<file path="src/common/purs_pkg.sv">
// Purpose: Shared constants for the power-up reset sequencer
// Assumes: 100 MHz system clock; RC tick and oscillator pulses are synchronous inputs
// Notes: Delay timer counts RC ticks; settle timer counts oscillator edges
package purs_pkg;
   localparam int CLK_MHZ = 100;
   // Nominal power-up delay in milliseconds
   localparam int PWRUP_DELAY_MS = 96;
   // RC oscillator tick rate, kHz (plain default)
   localparam int RC_TICK_KHZ = 32;
   // RC ticks for the power-up delay
   localparam int PWRUP_TICKS_DEF = PWRUP_DELAY_MS * RC_TICK_KHZ;
   localparam int PWRUP_CNT_W = 20;
   // Oscillator periods for the settle delay
   localparam int SETTLE_PERIODS = 1024;
   localparam int SETTLE_CNT_W = 11;
   // Clock out period in input clock periods
   localparam int CLKOUT_DIV = 4;
   localparam logic [1:0] CLKOUT_HALF = 2'h1;

   typedef enum logic [1:0] {
      PURS_OFF = 2'b00,
      PURS_WAIT_MASTER_CLEAR_PIN = 2'b01,
      PURS_TIMING = 2'b10,
      PURS_RUN = 2'b11
   } purs_state_t;

   typedef enum logic [1:0] {
      PURS_OSC_CRYSTAL = 2'b00,
      PURS_OSC_LOWFREQ = 2'b01,
      PURS_OSC_EXTCLK = 2'b10,
      PURS_OSC_OTHER = 2'b11
   } purs_osc_mode_t;
endpackage

</file>
<file path="src/rtl/purs_delay_timer.sv">
// Purpose: Power-up delay timer counting RC oscillator ticks
// Assumes: rc_tick is a one-cycle pulse from the internal RC oscillator
// Notes: Expired holds until a new start
`timescale 1ns/1ps
`default_nettype none
module purs_delay_timer import purs_pkg::*; #(
   parameter logic [PWRUP_CNT_W-1:0] TICKS = PWRUP_CNT_W'(PWRUP_TICKS_DEF)
) (
   // Clock and reset
   input wire logic clk,
   input wire logic rst,
   // Control
   input wire logic start,
   input wire logic rc_tick,
   // Status
   output logic expired
);
   logic [PWRUP_CNT_W-1:0] cnt_reg, cnt_next;
   logic run_reg, run_next;
   logic done_reg, done_next;

   always_comb begin
      cnt_next = cnt_reg;
      run_next = run_reg;
      done_next = done_reg;
      if (start) begin
         cnt_next = '0;
         run_next = 1'b1;
         done_next = 1'b0;
      end else if (run_reg && rc_tick) begin
         if (cnt_reg == TICKS - PWRUP_CNT_W'(1)) begin
            run_next = 1'b0;
            done_next = 1'b1;
         end else begin
            cnt_next = cnt_reg + PWRUP_CNT_W'(1);
         end
      end
   end

   always_ff @(posedge clk or posedge rst) begin
      if (rst) begin
         cnt_reg <= '0;
         run_reg <= 1'b0;
         done_reg <= 1'b0;
      end else begin
         cnt_reg <= cnt_next;
         run_reg <= run_next;
         done_reg <= done_next;
      end
   end

   assign expired = done_reg;
endmodule
`default_nettype wire

</file>
<file path="src/rtl/purs_settle_timer.sv">
// Purpose: Oscillator settle timer counting oscillator input pulses
// Assumes: osc_pulse is a one-cycle pulse per oscillator period
// Notes: Counts only while amplitude is above the input thresholds
`timescale 1ns/1ps
`default_nettype none
module purs_settle_timer import purs_pkg::*; (
   // Clock and reset
   input wire logic clk,
   input wire logic rst,
   // Control
   input wire logic start,
   input wire logic osc_pulse,
   input wire logic osc_amp_ok,
   // Status
   output logic expired
);
   logic [SETTLE_CNT_W-1:0] cnt_reg, cnt_next;
   logic run_reg, run_next;
   logic done_reg, done_next;

   always_comb begin
      cnt_next = cnt_reg;
      run_next = run_reg;
      done_next = done_reg;
      if (start) begin
         cnt_next = '0;
         run_next = 1'b1;
         done_next = 1'b0;
      end else if (run_reg && osc_pulse && osc_amp_ok) begin
         if (cnt_reg == SETTLE_CNT_W'(SETTLE_PERIODS - 1)) begin
            run_next = 1'b0;
            done_next = 1'b1;
         end else begin
            cnt_next = cnt_reg + SETTLE_CNT_W'(1);
         end
      end
   end

   always_ff @(posedge clk or posedge rst) begin
      if (rst) begin
         cnt_reg <= '0;
         run_reg <= 1'b0;
         done_reg <= 1'b0;
      end else begin
         cnt_reg <= cnt_next;
         run_reg <= run_next;
         done_reg <= done_next;
      end
   end

   assign expired = done_reg;
endmodule
`default_nettype wire

</file>
<file path="src/rtl/purs_sequencer.sv">
// Purpose: Power-up reset sequencer deciding when the core leaves reset
// Assumes: All inputs synchronous to clk; supply_ok is the supply-on detector level
// Notes: Core reset and clock output come from flip-flops
`timescale 1ns/1ps
`default_nettype none
module purs_sequencer import purs_pkg::*; #(
   parameter logic [PWRUP_CNT_W-1:0] PWRUP_TICKS = PWRUP_CNT_W'(PWRUP_TICKS_DEF)
) (
   // Clock and reset
   input wire logic clk,
   input wire logic rst,
   // Supply and master clear
   input wire logic supply_ok,
   input wire logic master_clear_pin,
   input wire logic master_clear_pin_tied,
   // Oscillator
   input wire logic [1:0] osc_mode,
   input wire logic rc_tick,
   input wire logic osc_input_pin,
   input wire logic osc_amp_ok,
   input wire logic sleep_wake,
   // Outputs
   output logic core_reset,
   output logic osc_input_oe,
   output logic osc_output_pin,
   output logic osc_output_oe,
   output logic supply_drop_reset
);
   purs_state_t state_reg, state_next;
   logic supply_reg, master_clear_pin_reg, osc_in_reg;
   logic rst_out_reg, rst_out_next;
   logic [1:0] div_reg, div_next;
   logic clkout_reg, clkout_next;
   logic pwr_start, settle_start;
   logic pwr_done, settle_done;
   logic osc_pulse, supply_rise, supply_fall, master_clear_pin_rise;
   logic wake_crystal, ext_clk;

   function automatic logic rising(input logic now, input logic prev);
      return now && !prev;
   endfunction

   assign supply_rise = rising(supply_ok, supply_reg);
   assign supply_fall = rising(supply_reg, supply_ok);
   assign master_clear_pin_rise = rising(master_clear_pin, master_clear_pin_reg);
   assign osc_pulse = rising(osc_input_pin, osc_in_reg);
   assign ext_clk = (osc_mode == PURS_OSC_EXTCLK);
   assign wake_crystal = sleep_wake && (state_reg == PURS_RUN) &&
                         ((osc_mode == PURS_OSC_CRYSTAL) || (osc_mode == PURS_OSC_LOWFREQ));

   // Timer starts
   always_comb begin
      pwr_start = 1'b0;
      if (supply_ok && state_reg == PURS_OFF && master_clear_pin_tied && supply_rise)
         pwr_start = 1'b1;
      else if (supply_ok && state_reg == PURS_WAIT_MASTER_CLEAR_PIN && master_clear_pin_rise)
         pwr_start = 1'b1;
   end
   assign settle_start = pwr_start || wake_crystal;

   // Sequencing
   always_comb begin
      state_next = state_reg;
      case (state_reg)
         PURS_OFF: begin
            if (supply_ok && master_clear_pin_tied && supply_rise)
               state_next = PURS_TIMING;
            else if (supply_ok && !master_clear_pin_tied)
               state_next = PURS_WAIT_MASTER_CLEAR_PIN;
         end
         PURS_WAIT_MASTER_CLEAR_PIN: begin
            if (pwr_start)
               state_next = PURS_TIMING;
         end
         PURS_TIMING: begin
            if (pwr_done && settle_done)
               state_next = PURS_RUN;
         end
         PURS_RUN: begin
            if (wake_crystal)
               state_next = PURS_TIMING;
         end
         default: state_next = PURS_OFF;
      endcase
      if (!supply_ok)
         state_next = PURS_OFF;
   end

   // Wake from sleep needs only the settle timer
   logic wake_reg, wake_next;
   always_comb begin
      wake_next = wake_reg;
      if (wake_crystal)
         wake_next = 1'b1;
      else if (pwr_start || state_next != PURS_TIMING)
         wake_next = 1'b0;
   end

   logic pwr_ok;
   assign pwr_ok = pwr_done || wake_reg;

   always_comb begin
      rst_out_next = 1'b1;
      if (supply_ok && state_reg == PURS_TIMING && pwr_ok && settle_done && !settle_start)
         rst_out_next = 1'b0;
      else if (supply_ok && state_reg == PURS_RUN && !wake_crystal)
         rst_out_next = 1'b0;
      if (supply_rise || supply_fall)
         rst_out_next = 1'b1;
   end

   // Clock out, four input periods
   always_comb begin
      div_next = div_reg;
      clkout_next = clkout_reg;
      if (!ext_clk) begin
         div_next = 2'h0;
         clkout_next = 1'b0;
      end else if (osc_pulse) begin
         div_next = div_reg + 2'h1;
         if (div_reg == CLKOUT_HALF || div_reg == 2'h3)
            clkout_next = !clkout_reg;
      end
   end

   always_ff @(posedge clk or posedge rst) begin
      if (rst) begin
         state_reg <= PURS_OFF;
         supply_reg <= 1'b0;
         master_clear_pin_reg <= 1'b0;
         osc_in_reg <= 1'b0;
         rst_out_reg <= 1'b1;
         div_reg <= 2'h0;
         clkout_reg <= 1'b0;
         wake_reg <= 1'b0;
      end else begin
         state_reg <= state_next;
         supply_reg <= supply_ok;
         master_clear_pin_reg <= master_clear_pin;
         osc_in_reg <= osc_input_pin;
         rst_out_reg <= rst_out_next;
         div_reg <= div_next;
         clkout_reg <= clkout_next;
         wake_reg <= wake_next;
      end
   end

   purs_delay_timer #(
      .TICKS(PWRUP_TICKS)
   ) u_pwr (
      .clk(clk),
      .rst(rst),
      .start(pwr_start),
      .rc_tick(rc_tick),
      .expired(pwr_done)
   );

   purs_settle_timer u_settle (
      .clk(clk),
      .rst(rst),
      .start(settle_start),
      .osc_pulse(osc_pulse),
      .osc_amp_ok(osc_amp_ok),
      .expired(settle_done)
   );

   assign core_reset = rst_out_reg;
   assign supply_drop_reset = !supply_reg;
   assign osc_input_oe = 1'b0;
   assign osc_output_pin = clkout_reg;
   assign osc_output_oe = ext_clk;
endmodule
`default_nettype wire

</file>
<file path="config.mk">
export PLATFORM = sky130hd
export DESIGN_NAME = purs_sequencer
export DESIGN_NICKNAME = d
export VERILOG_FILES = /design/src/common/purs_pkg.sv /design/src/rtl/purs_delay_timer.sv /design/src/rtl/purs_settle_timer.sv /design/src/rtl/purs_sequencer.sv
export SDC_FILE = /design/constraint.sdc
export NUM_CORES = 1
export LEC_CHECK = 0
export ABC_AREA = 1
export BUFFER_PORTS_ARGS = -buffer_cell sky130_fd_sc_hd__buf_4
export CAP_MARGIN = 30
export CELL_PAD_IN_SITES_DETAIL_PLACEMENT = 2
export CELL_PAD_IN_SITES_GLOBAL_PLACEMENT = 2
export CORE_ASPECT_RATIO = 0.5
export CORE_UTILIZATION = 38
export DETAILED_ROUTE_END_ITERATION = 8
export HOLD_SLACK_MARGIN = 0.1
export PLACE_DENSITY_LB_ADDON = 0.3
export SLEW_MARGIN = 15
export SYNTH_ARGS = -nofsm -noshare
export SYNTH_HDL_FRONTEND = slang
export SYNTH_SLANG_ARGS = --single-unit
</file>
<file path="constraint.sdc">
create_clock -name clk -period 3.5 [get_ports clk]
set_input_delay 0.175 -clock clk [delete_from_list [all_inputs] [get_ports clk]]
set_output_delay 0.175 -clock clk [all_outputs]
set_load 0.03 [all_outputs]
</file>
### Word-level counts from Yosys, hierarchy flattened

Index checks and enable logic that the tools add are counted.

| word-level totals | value |
|---|---|
| output and inout port bits | 5 |
| register bits after elaboration | 45 |
| bits of input ports | 11 |
| logic and storage cells | 118 |

| cells by class | value |
|---|---|
| reductions and logical operators | 50 |
| add/subtract/negate cells | 3 |
| mux-type cells | 37 |
| eq/ne operators | 14 |

Operators with widths:

| kind | number |
|---|---|
| $mux W20 | 3 |
| $mux W11 | 3 |
| $logic_and A1 B1 Y1 | 24 |
| $mux W1 | 22 |
| $add A20 B1 Y20 const B | 1 |
| $eq A20 B12 Y1 const B | 1 |
| $mux W2 | 8 |
| $add A11 B1 Y11 const B | 1 |
| $eq A11 B10 Y1 const B | 1 |
| $reduce_and A2 Y1 | 5 |
| $reduce_bool A2 Y1 | 5 |
| $eq A2 B2 Y1 const B | 4 |
| $logic_not A1 Y1 | 8 |
| $pmux W2 S4 | 1 |
| $eq A2 B1 Y1 const B | 3 |
| $logic_or A1 B1 Y1 | 6 |
| $ne A2 B2 Y1 const B | 3 |
| $logic_not A2 Y1 | 2 |
| $ne A2 B1 Y1 const B | 2 |
| $add A2 B1 Y2 const B | 1 |

### Longest topological paths before layout

Gate-level depths: netlist of run 1.

| logic depth | value |
|---|---|
| depth after elaboration | 12 |
| mapped depth | 12 |
| depth with buffers taken out | 12 |

### Hierarchy

A second synthesis of run 1 with hierarchy kept.

| second synthesis, totals | value |
|---|---|
| cells, all modules | 400 |
| area total of the unflattened synthesis | 2826.5 µm² |

Modules (own cells, without submodules):

| module | area an instance (µm²) | instances | cells an instance |
|---|---|---|---|
| purs_delay_timer | 1502.7 | 1 | 224 |
| purs_settle_timer | 777.0 | 1 | 109 |
| purs_sequencer | 546.8 | 1 | 67 |

### Worst setup path after synthesis of run 1

Ideal clock, no wire load.

| timing | value |
|---|---|
| path kind | reg2reg |
| from | register supply_reg |
| to | register u_settle.cnt_reg[2] |
| setup slack | 1814 ps |
| stages on the path, launching flop included | 13 |
| data required time | 3383 ps |
| library setup time | 117 ps |
| path buffers | 1 |
| arrival time | 1569 ps |
| path through | dfrtp_1 > inv_1 > ha_1 > nand2_1 > nor2_1 > nand2_1 > nand2_4 > inv_4 > nand2_8 > inv_4 > buf_6 > nand3_1 > nand2_1 |

| between the ends | value |
|---|---|
| cells in the longest elaborated chain, start to end | 7 |
| elaborated cells between the ends (all ways) | 9 |

RTL lines:

| item | line | RTL |
|---|---|---|
| start: declaration | purs_sequencer.sv:30 | `logic supply_reg, master_clear_pin_reg, osc_in_reg;` |
| start signal: assignment | purs_sequencer.sv:138 | `supply_reg <= supply_ok;` |
| $logic_not A1 Y1 (*) | n/a |  |
| net supply_drop_reset | purs_sequencer.sv:27 | `output logic supply_drop_reset` |
| $logic_and A1 B1 Y1 (*) | purs_sequencer.sv:40 | `return now && !prev;` |
| $logic_and A1 B1 Y1 (*) | purs_sequencer.sv:54 | `if (supply_ok && state_reg == PURS_OFF && master_clear_pin_tied && supply_rise)` |
| $mux W1 (*) | purs_sequencer.sv:54 |  |
| $logic_or A1 B1 Y1 (*) | purs_sequencer.sv:59 | `assign settle_start = pwr_start \|\| wake_crystal;` |
| $ne A2 B2 Y1 (no line) / $reduce_bool A2 Y1 (equally long branches) | n/a |  |
| $reduce_and A2 Y1 (no line) | n/a |  |
| end signal: assignment | purs_settle_timer.sv:45 | `cnt_reg <= cnt_next;` |
| end: declaration | purs_settle_timer.sv:17 | `logic [SETTLE_CNT_W-1:0] cnt_reg, cnt_next;` |

The timed path passes the listed nets; every way through them passes the cells marked *.
A chain may end at the register's enable or synchronous reset.

### Worst setup path in the final report of run 1

| timing | value |
|---|---|
| from | register u_pwr.cnt_reg[0] |
| to | register u_pwr.cnt_reg[6] |

| between the ends | value |
|---|---|
| cells in the longest elaborated chain, start to end | 4 |
| elaborated cells between the ends (all ways) | 7 |

RTL lines:

| item | line | RTL |
|---|---|---|
| start: declaration | purs_delay_timer.sv:18 | `logic [PWRUP_CNT_W-1:0] cnt_reg, cnt_next;` |
| start signal: assignment | purs_delay_timer.sv:46 | `cnt_reg <= cnt_next;` |
| $add A20 B1 Y20 | purs_delay_timer.sv:35 | `cnt_next = cnt_reg + PWRUP_CNT_W'(1);` |
| $mux W20 | purs_delay_timer.sv:31 | `if (cnt_reg == TICKS - PWRUP_CNT_W'(1)) begin` |
| $mux W20 | purs_delay_timer.sv:30 | `end else if (run_reg && rc_tick) begin` |
| $mux W20 | purs_delay_timer.sv:26 | `if (start) begin` |

Several ways; a longest one is shown, not always the timed one. The select of a mux whose other input is x is not followed.

==> metrics.cfg, run 1 <==
[setup_path]
crit_slowest_cell = dfrtp_1
critPathKind = flip-flop to flip-flop
crit_chain = ha_1, nand2_2, nor2_4, nand2_4, nor2_4, nor2_4, nor2_4, nand2_1, nand2_1
start_kind = flip-flop
crit_top_cell = nor2_4
slowest_delay_ps = 450
critPathRequiredTime_ps = 3730
cp_max_fo = 15
cp-end-kind = flip-flop
critical_path_arrival_ps = 2460

[clocking]
cts_buffer_depth = 2
cts-root-buf = clkbuf_16
htree_levels = 2
cts_setup_buffers = 0
clkSlewWorstSetupHoldPaths_ps = 70
ctsHoldBuffers = 4
ctsResizeCount = 0
clkSinkCount = 45
cts_tree = built
numCtsBuffers = 5
clk_latency_ps = 310

[die]
core_area_sq_um = 6860
die_area_sq_um = 7620
fp.dieH_microns = 62.2
initial_core_util = 0.402
die_width_microns = 122
pin_count = 16
rows = 21

[placed_design]
routabilityCongestion = 0.867
hpwl_mm = 6.14
numPortBuffers = 14
dp_cells = 477
dp_worst_setup_slack_ps = 1530

[routing]
totalWireLength_mm = 11.0
dr.pass1.iters = 4
vias = 2720
drtAntennaViolNets = 0
drtIter0Drc = 110
drc = 0
viasPerCell = 5.56
routedWlPerCell_microns = 22.5

[run_status]
status = completed

[job]
cap_violations = 0

[synthesis]
synth_cell_types = 28
synth_fp_nets = 392
syn_area_sq_um = 2760
synth-seq-area-share = 0.409
synth_cells = 376
synth.top_cell.area_share = 0.399
synth_seq_cells = 45
synth_warnings = 0
synth.avg_cell_area_sq_um = 7.33
ys_top_cells_by_area = dfrtp_1 (40%), nand2_1 (16%), nor2_1 (6.9%)
synth_area_leader_cell = dfrtp_1

[cells_and_area]
final_cell_mix = nand2_1 (119), nor2_1 (51), dfrtp_1 (44), nand3_1 (37), inv_1 (34)
largest_reg_flops = 20
final_common_cell = nand2_1
num-fill-cells = 794
multi_input_area_sq_um = 1430
num-nets-final = 412
layout-drive-gt1-share = 0.121
fin_cells = 489
area_growth_pct = 14.6
regArea_sq_um = 1130
diodes = 0

[timing]
clock.fmax_ghz = 0.449
slew_violations = 0
worstMarginPinSlew_ps = 632
period_needed_ps = 2230
layout_setup_ws_ps = 1270
slew_headroom = 0.575
clock_skew_ps = 5.52
finalCritPeriodShare = 0.636
setup_viol = 0
rsz0062_at_grt = no
hold_violations = 0
fin_tns_setup_ps = 0

[min_path]
hp-class = input port to flip-flop

[global_routing]
grt_pass1_vias = 3142
antenna_found_initial = 0
grt_max_degree = 34
grt.overflow.total = 0
grt_first_pass_wirelength_mm = 17.5
grtUsageTotal = 0.313

[power]
ir_drop_mv = 0.248
p_leak_nw = 1.55
power_mw = 1.63
powerDensity_nw_per_um2 = 516

## worst max-delay path: cells and delay by family, from the launching register on
family | cells | cell delay, ps
fa+ha+maj | 1 | 360
simple gates | 8 | 1340
flops | 1 | 450
## worst paths after layout
kind / from / end / slack, ps / cells after the start
max: u_pwr.cnt_reg[0] / u_pwr.cnt_reg[6] / 1270 / 9
min: osc_mode[0] / osc_output_pin / 210 / 4
max reg2reg: u_pwr.cnt_reg[0] / u_pwr.cnt_reg[6] / 1270 / 9
min reg2reg: u_settle.run_reg / u_settle.run_reg / 500 / 2
max in group asynchronous: rst / core_reset / 2510 / 4
min in group asynchronous: rst / u_pwr.cnt_reg[7] / 410 / 3
## power by group
part           internal (mW)  switching [mW]  total [mW]
Combinational          0.109           0.242       0.351
Sequential             0.588          0.0984       0.686
Clock                  0.358           0.234       0.593
Total                   1.05           0.575        1.63
## synthesized netlist by cell type, drive strengths merged
library cell and number:
xor2 16, xnor2 2, inv 39, nand3 39, a211oi 1, nand4 14
dfrtp 44, a21oi 6, nor3 2, dfstp 1, ha 5, conb 1
o21ai 11, nor2 62, buf 6, o21bai 1, nand2 126
## cells by family (layout without fill, tap and decap cells)
group           count (synthesis)  in the layout  synth area share
buf+inv                        45             66            0.0735
fa+ha+maj                       5              5            0.0227
xor+xnor                       18             18            0.0572
compound gates                 19             19            0.0363
other cells                     1              1           0.00136
simple gates                  243            243             0.400
flops                          45             45             0.409
## per-layer routing
metal	global-route usage	part of all wire	vias up	wire length (microns)
li1	-	-	1223	-
met1	0.343	0.42	1399	4570
met3	0.0570	0.031	26	337
met2	0.580	0.52	72	5760
met5	0	0	-	0
met4	0.145	0.029	0	315
## metrics by stage
step	utilization	hold slack, ps	instance area, sq um
6_report	0.461	205	3160
3_5_place_dp	0.429	164	2950
5_1_grt	0.461	243	3160
3_3_place_gp	0.427	295	2930
2_1_floorplan	-	206	2760
4_1_cts	0.461	156	3160
## area by class of cell
cell class | count | share of cell area
multi-input cells | 286 | 0.452
clock buffers | 7 | 0.0452
inverters | 39 | 0.0479
repair buffers | 19 | 0.0523
well taps | 92 | 0.0364
flip-flops and latches | 45 | 0.357
clock inverters | 1 | 0.00951
No activity file was read; power rests on OpenSTA's default activity.
==> run 2, diff against run 1 <==
ABC_AREA = 0   (was 1)
clock period = 2.3 ns   (was 3.5 ns; I/O delays follow)
==> metrics.cfg, run 2 <==
[synthesis]
synth-seq-area-share = 0.473
synthFlopType = dfrtp_1
synth_simple_gate_area_frac = 0.263
synth.top_cell.area_share = 0.462
synth_top_family_by_area = simple AND/OR/NAND/NOR gates
synth_warnings = 0
ys_top_cells_by_area = dfrtp_1 (46%), a21oi_1 (4.6%), nand2_1 (3.9%)
synth.avg_cell_area_sq_um = 9.56
synthTopCellsByCount = dfrtp_1 (44), nand2_1 (25), a21oi_1 (22)
synthMuxAreaShare = 0.0336
synth_fp_nets = 265
synth.most_common_cell = dfrtp_1
synth_cell_types = 46
synth_edf_count = 0
synthAdderAreaFrac = 0.0263
async_flop_share = 1.00
syn_area_sq_um = 2380
synth_seq_cells = 45
synth_compound_area_frac = 0.157
synth_area_leader_cell = dfrtp_1
synth_xor_area_frac = 0.0147
synth_cells = 249

[cells_and_area]
num-nets-final = 288
final_cell_mix = dfrtp_1 (44), nand2_1 (25), a21oi_1 (22), buf_4 (21)
area_growth_pct = 18.3
stdcell_area_sq_um = 2820
final_common_cell = dfrtp_1
largest_reg_flops = 20
fin_util = 0.490
num-fill-cells = 606
diodes = 0
fin_cells = 357
layout-drive-gt1-share = 0.128

[die]
fp.dieH_microns = 58.0
die_width_microns = 114
die_area_sq_um = 6610
core_area_sq_um = 5750
initial_core_util = 0.414
pin_count = 16
rows = 19

[global_routing]
grt_first_pass_wirelength_mm = 12.5
grt_max_degree = 31
antenna_found_initial = 0
grt.overflow.total = 0
grt_pass1_vias = 2438
grtUsageTotal = 0.251

[power]
power_mw = 2.13
internal-power_mw = 1.51
sw_frac_of_total = 0.292
p_clk_frac = 0.400
switching_power_uw = 622
powerDensity_nw_per_um2 = 756
ir_drop_mv = 0.334
pwr-share-comb = 0.143
power_frac_seq = 0.457
p_leak_nw = 1.18

[job]
cap_violations = 0

[timing]
hold_violations = 0
rsz0062_at_grt = no
clock_skew_ps = 6.40
setup_viol = 0
clock.fmax_ghz = 0.515
slew_violations = 0
hold_slack_ps = 175
layout_setup_ws_ps = 359
slew_headroom = 0.631
period_needed_ps = 1940
fin_tns_setup_ps = 0
worstMarginPinSlew_ps = 540
finalCritPeriodShare = 0.844

[clocking]
clk_latency_ps = 300
htree_levels = 2
clkSlewWorstSetupHoldPaths_ps = 70
cts-root-buf = clkbuf_16
clkSinkCount = 45
numCtsBuffers = 5
cts_buffer_depth = 2
ctsHoldBuffers = 4
cts_tree = built
ctsResizeCount = 0
cts_setup_buffers = 0

[setup_path]
ff2ff_setup_slack_ps = 360
cp_max_fo = 8
slowest_delay_ps = 540
critPathKind = flip-flop to flip-flop
critPathRequiredTime_ps = 2520
crit_slowest_cell = or4_1
critPathLaunch = u_pwr.cnt_reg[3]
cp-end-kind = flip-flop
crit_family = simple AND/OR/NAND/NOR gates
critical_path_arrival_ps = 2160
critPathBufInv = 0
crit_chain = nand4_2, or3_1, or4_1, a21oi_1
start_kind = flip-flop
cp_num_cells = 4
endpoint = u_pwr.cnt_reg[19]
r2r-end = u_pwr.cnt_reg[19]
rr_worst_depth = 4
reg2reg_from = u_pwr.cnt_reg[3]

[routing]
drtIter0Drc = 78
drtAntennaViolNets = 0
totalWireLength_mm = 7.18
drc = 0
vias = 2065
routedWlPerCell_microns = 20.1
dr.pass1.iters = 4
viasPerCell = 5.78

[placed_design]
hpwl_mm = 4.86
dp_cells = 345
routabilityCongestion = 0.733
numPortBuffers = 14
dp_worst_setup_slack_ps = 364
place_area_sq_um = 2610

[min_path]
hold_depth = 3
hp-class = input port to flip-flop

[run_status]
status = completed

## run 2: cell count changes in the layout (fill, tap and decap cells not counted), moves of 15 or more
cell     delta
nand2_1    -94
nor2_1     -41
nand3_1    -27
xor2_1     -15
inv_1      -27
a21oi_1    +16
## run 2: area by class of cell
cell class / instances / area, sq um / area share
clock buffers: 5 / 125 / 0.0444
clock inverters: 3 / 46.3 / 0.0164
inverters: 9 / 33.8 / 0.0120
multi-input cells: 186 / 1180 / 0.419
flip-flops and latches: 45 / 1130 / 0.400
well taps: 84 / 105 / 0.0373
repair buffers: 25 / 198 / 0.0702
## run 2: cell families after synthesis
kind of cell	count (synthesis)
simple gates	109
xor+xnor	4
mux	8
buf+inv	18
compound gates	59
fa+ha+maj	5
other cells	1
flops	45
## run 2: power groups by stage
stage	sequential [mW]	combinational [mW]	clock, mW
floorplan	0.951	0.196	0
global placement	0.965	0.253	0
detailed placement	0.977	0.292	0
CTS	0.966	0.299	0.864
global route	0.983	0.345	0.899
finish	0.974	0.305	0.852
## run 2: worst min-delay path by stage
stage                     slack [ps]        startpoint                   end
after floorplan                  150  master_clear_pin  master_clear_pin_reg
after global placement           120               rst      u_pwr.cnt_reg[1]
after detailed placement         140               rst      u_pwr.cnt_reg[0]
after CTS                        190       osc_mode[0]        osc_output_pin
after global routing             210       osc_mode[0]            div_reg[1]
final                            170       osc_mode[0]            div_reg[1]
## run 2: worst register-to-register path: cells and delay by family, from the launching register on
kind | cells | cell delay [ps]
simple gates | 3 | 1260
flops | 1 | 460
compound gates | 1 | 150
## run 2: metal layers
layer,wire length [microns],track usage,vias to the layer above,part of all wire
met1,3080,0.287,1060,0.43
met2,3840,0.483,22,0.53
met5,0,0,-,0
met4,106,0.0724,0,0.015
li1,-,-,969,-
met3,159,0.0492,14,0.022
==> run 3, diff against run 2 <==
clock period = 1.8 ns   (was 2.3 ns; I/O delays follow)
==> metrics.cfg, run 3 (synthesis gave the netlist of run 2 again) <==
[run_status]
status = finished, violations left
violations = negative setup slack

[routing]
dr.pass1.iters = 4
viasPerCell = 6.18
vias = 2390
drtAntennaViolNets = 0
totalWireLength_mm = 10.1
routedWlPerCell_microns = 26.0
drtIter0Drc = 83
drc = 0

[die]
die_area_sq_um = 6610
pin_count = 16
initial_core_util = 0.414
die_width_microns = 114
rows = 19
core_area_sq_um = 5750
fp.dieH_microns = 58.0

[power]
p_leak_nw = 1.35
ir_drop_mv = 0.584
powerDensity_nw_per_um2 = 928

[cells_and_area]
area_growth_pct = 31.9
regArea_sq_um = 1130
fin_util = 0.546
diodes = 0
final_common_cell = buf_4
largest_reg_flops = 20
final_cell_mix = buf_4 (48), dfrtp_1 (41), nand2_1 (25), a21oi_1 (21), o31ai_1 (11)
multi_input_area_sq_um = 1280
num-nets-final = 318
stdcell_area_sq_um = 3140
layout-drive-gt1-share = 0.281
num-fill-cells = 583

[timing]
worstMarginPinSlew_ps = 620
slew_violations = 0
clock_skew_ps = 6.96
finalCritPeriodShare = 1.04
slew_headroom = 0.587
layout_setup_ws_ps = -77.1
setup_viol = 4
period_needed_ps = 1880
clock.fmax_ghz = 0.533
hold_violations = 0

[clocking]
clk_latency_ps = 300
clkSlewWorstSetupHoldPaths_ps = 70
cts_tree = built
cts-root-buf = clkbuf_16
numCtsBuffers = 5
cts_buffer_depth = 2
clkSinkCount = 45
htree_levels = 2

[global_routing]
grt_first_pass_wirelength_mm = 13.5
grt.overflow.total = 0
antenna_found_initial = 0
grtUsageTotal = 0.275
grt_max_degree = 46
grt_pass1_vias = 2509

[placed_design]
hpwl_mm = 5.07
numPortBuffers = 14
routabilityCongestion = 0.739
place_area_sq_um = 2720
dp_worst_setup_slack_ps = -112

[setup_path]
ff2ff_setup_slack_ps = -70
cp_max_fo = 8
crit_top_cell = buf_4
cp-end-kind = flip-flop
start_kind = input port
crit_chain = dlygate4sd3_1, buf_4, and4b_1, nand4_1, buf_4, o31ai_1, a21oi_1
critical_path_arrival_ps = 2050
critPathKind = input port to flip-flop
crit_slowest_cell = dlygate4sd3_1
slowest_delay_ps = 540
critPathRequiredTime_ps = 1970

[job]
cap_violations = 0

[min_path]
hp-class = input port to flip-flop

[run 3: path summary, 6_finish.rpt]
check | cells past startpoint | end | startpoint
worst max-delay path | 7 | u_settle.cnt_reg[5] | osc_input_pin
worst min-delay path | 3 | div_reg[0] | osc_mode[0]
worst max register to register | 5 | u_settle.cnt_reg[5] | osc_in_reg
worst min register to register | 1 | u_settle.run_reg | u_settle.run_reg
max in group asynchronous | 4 | u_pwr.cnt_reg[5] | rst
min in group asynchronous | 4 | u_settle.cnt_reg[9] | rst
[run 3: area by class of cell]
cell class                      count  share of cell area
Tap cell                           84              0.0335
Multi-Input combinational cell    187               0.407
Sequential cell                    45               0.360
Timing Repair Buffer               54               0.135
Clock buffer                        6              0.0410
Clock inverter                      2              0.0124
Inverter                            9              0.0108
[run 3: worst max-delay path, delay by kind of cell]
kind | cells | cell delay (ps)
buf+inv | 3 | 930
simple gates | 2 | 610
compound gates | 2 | 420
[run 3: per-layer routing]
layer | global-route usage | up-vias | wire [microns]
met3 | 0.0617 | 30 | 523
met4 | 0.100 | 0 | 364
li1 | - | 1037 | -
met5 | 0 | - | 0
met1 | 0.325 | 1239 | 4250
met2 | 0.500 | 84 | 4940
[run 3: timing repair]
item | 4_1_cts | 5_1_grt
hold buffers | 4 | 0
resized for setup | 5 | 24
gates cloned | 0 | 1
setup buffers | 0 | 14
pin swaps | 0 | 6
endpoints found under the setup margin | 5 | 27
hold endpoints to repair | 50 | 0
[run 3: stage by stage]
step / std cells / total power [mW] / hold WS, ps / setup TNS (ps)
floorplan: 249 / 1.47 / 121 / 0
global placement: 360 / 1.59 / 207 / 0
detailed placement: 360 / 1.67 / 216 / -130
CTS: 372 / 2.77 / 142 / -10.5
global route: 387 / 3.02 / 170 / -689
finish: 387 / 2.91 / 151 / -126
[run 3: report_power, final]
part / switching (mW) / internal (mW) / leakage [nW]
logic: 0.306 / 0.230 / 0.680
clock network: 0.460 / 0.661 / 0.0810
registers: 0.146 / 1.11 / 0.592
total: 0.911 / 2.00 / 1.35
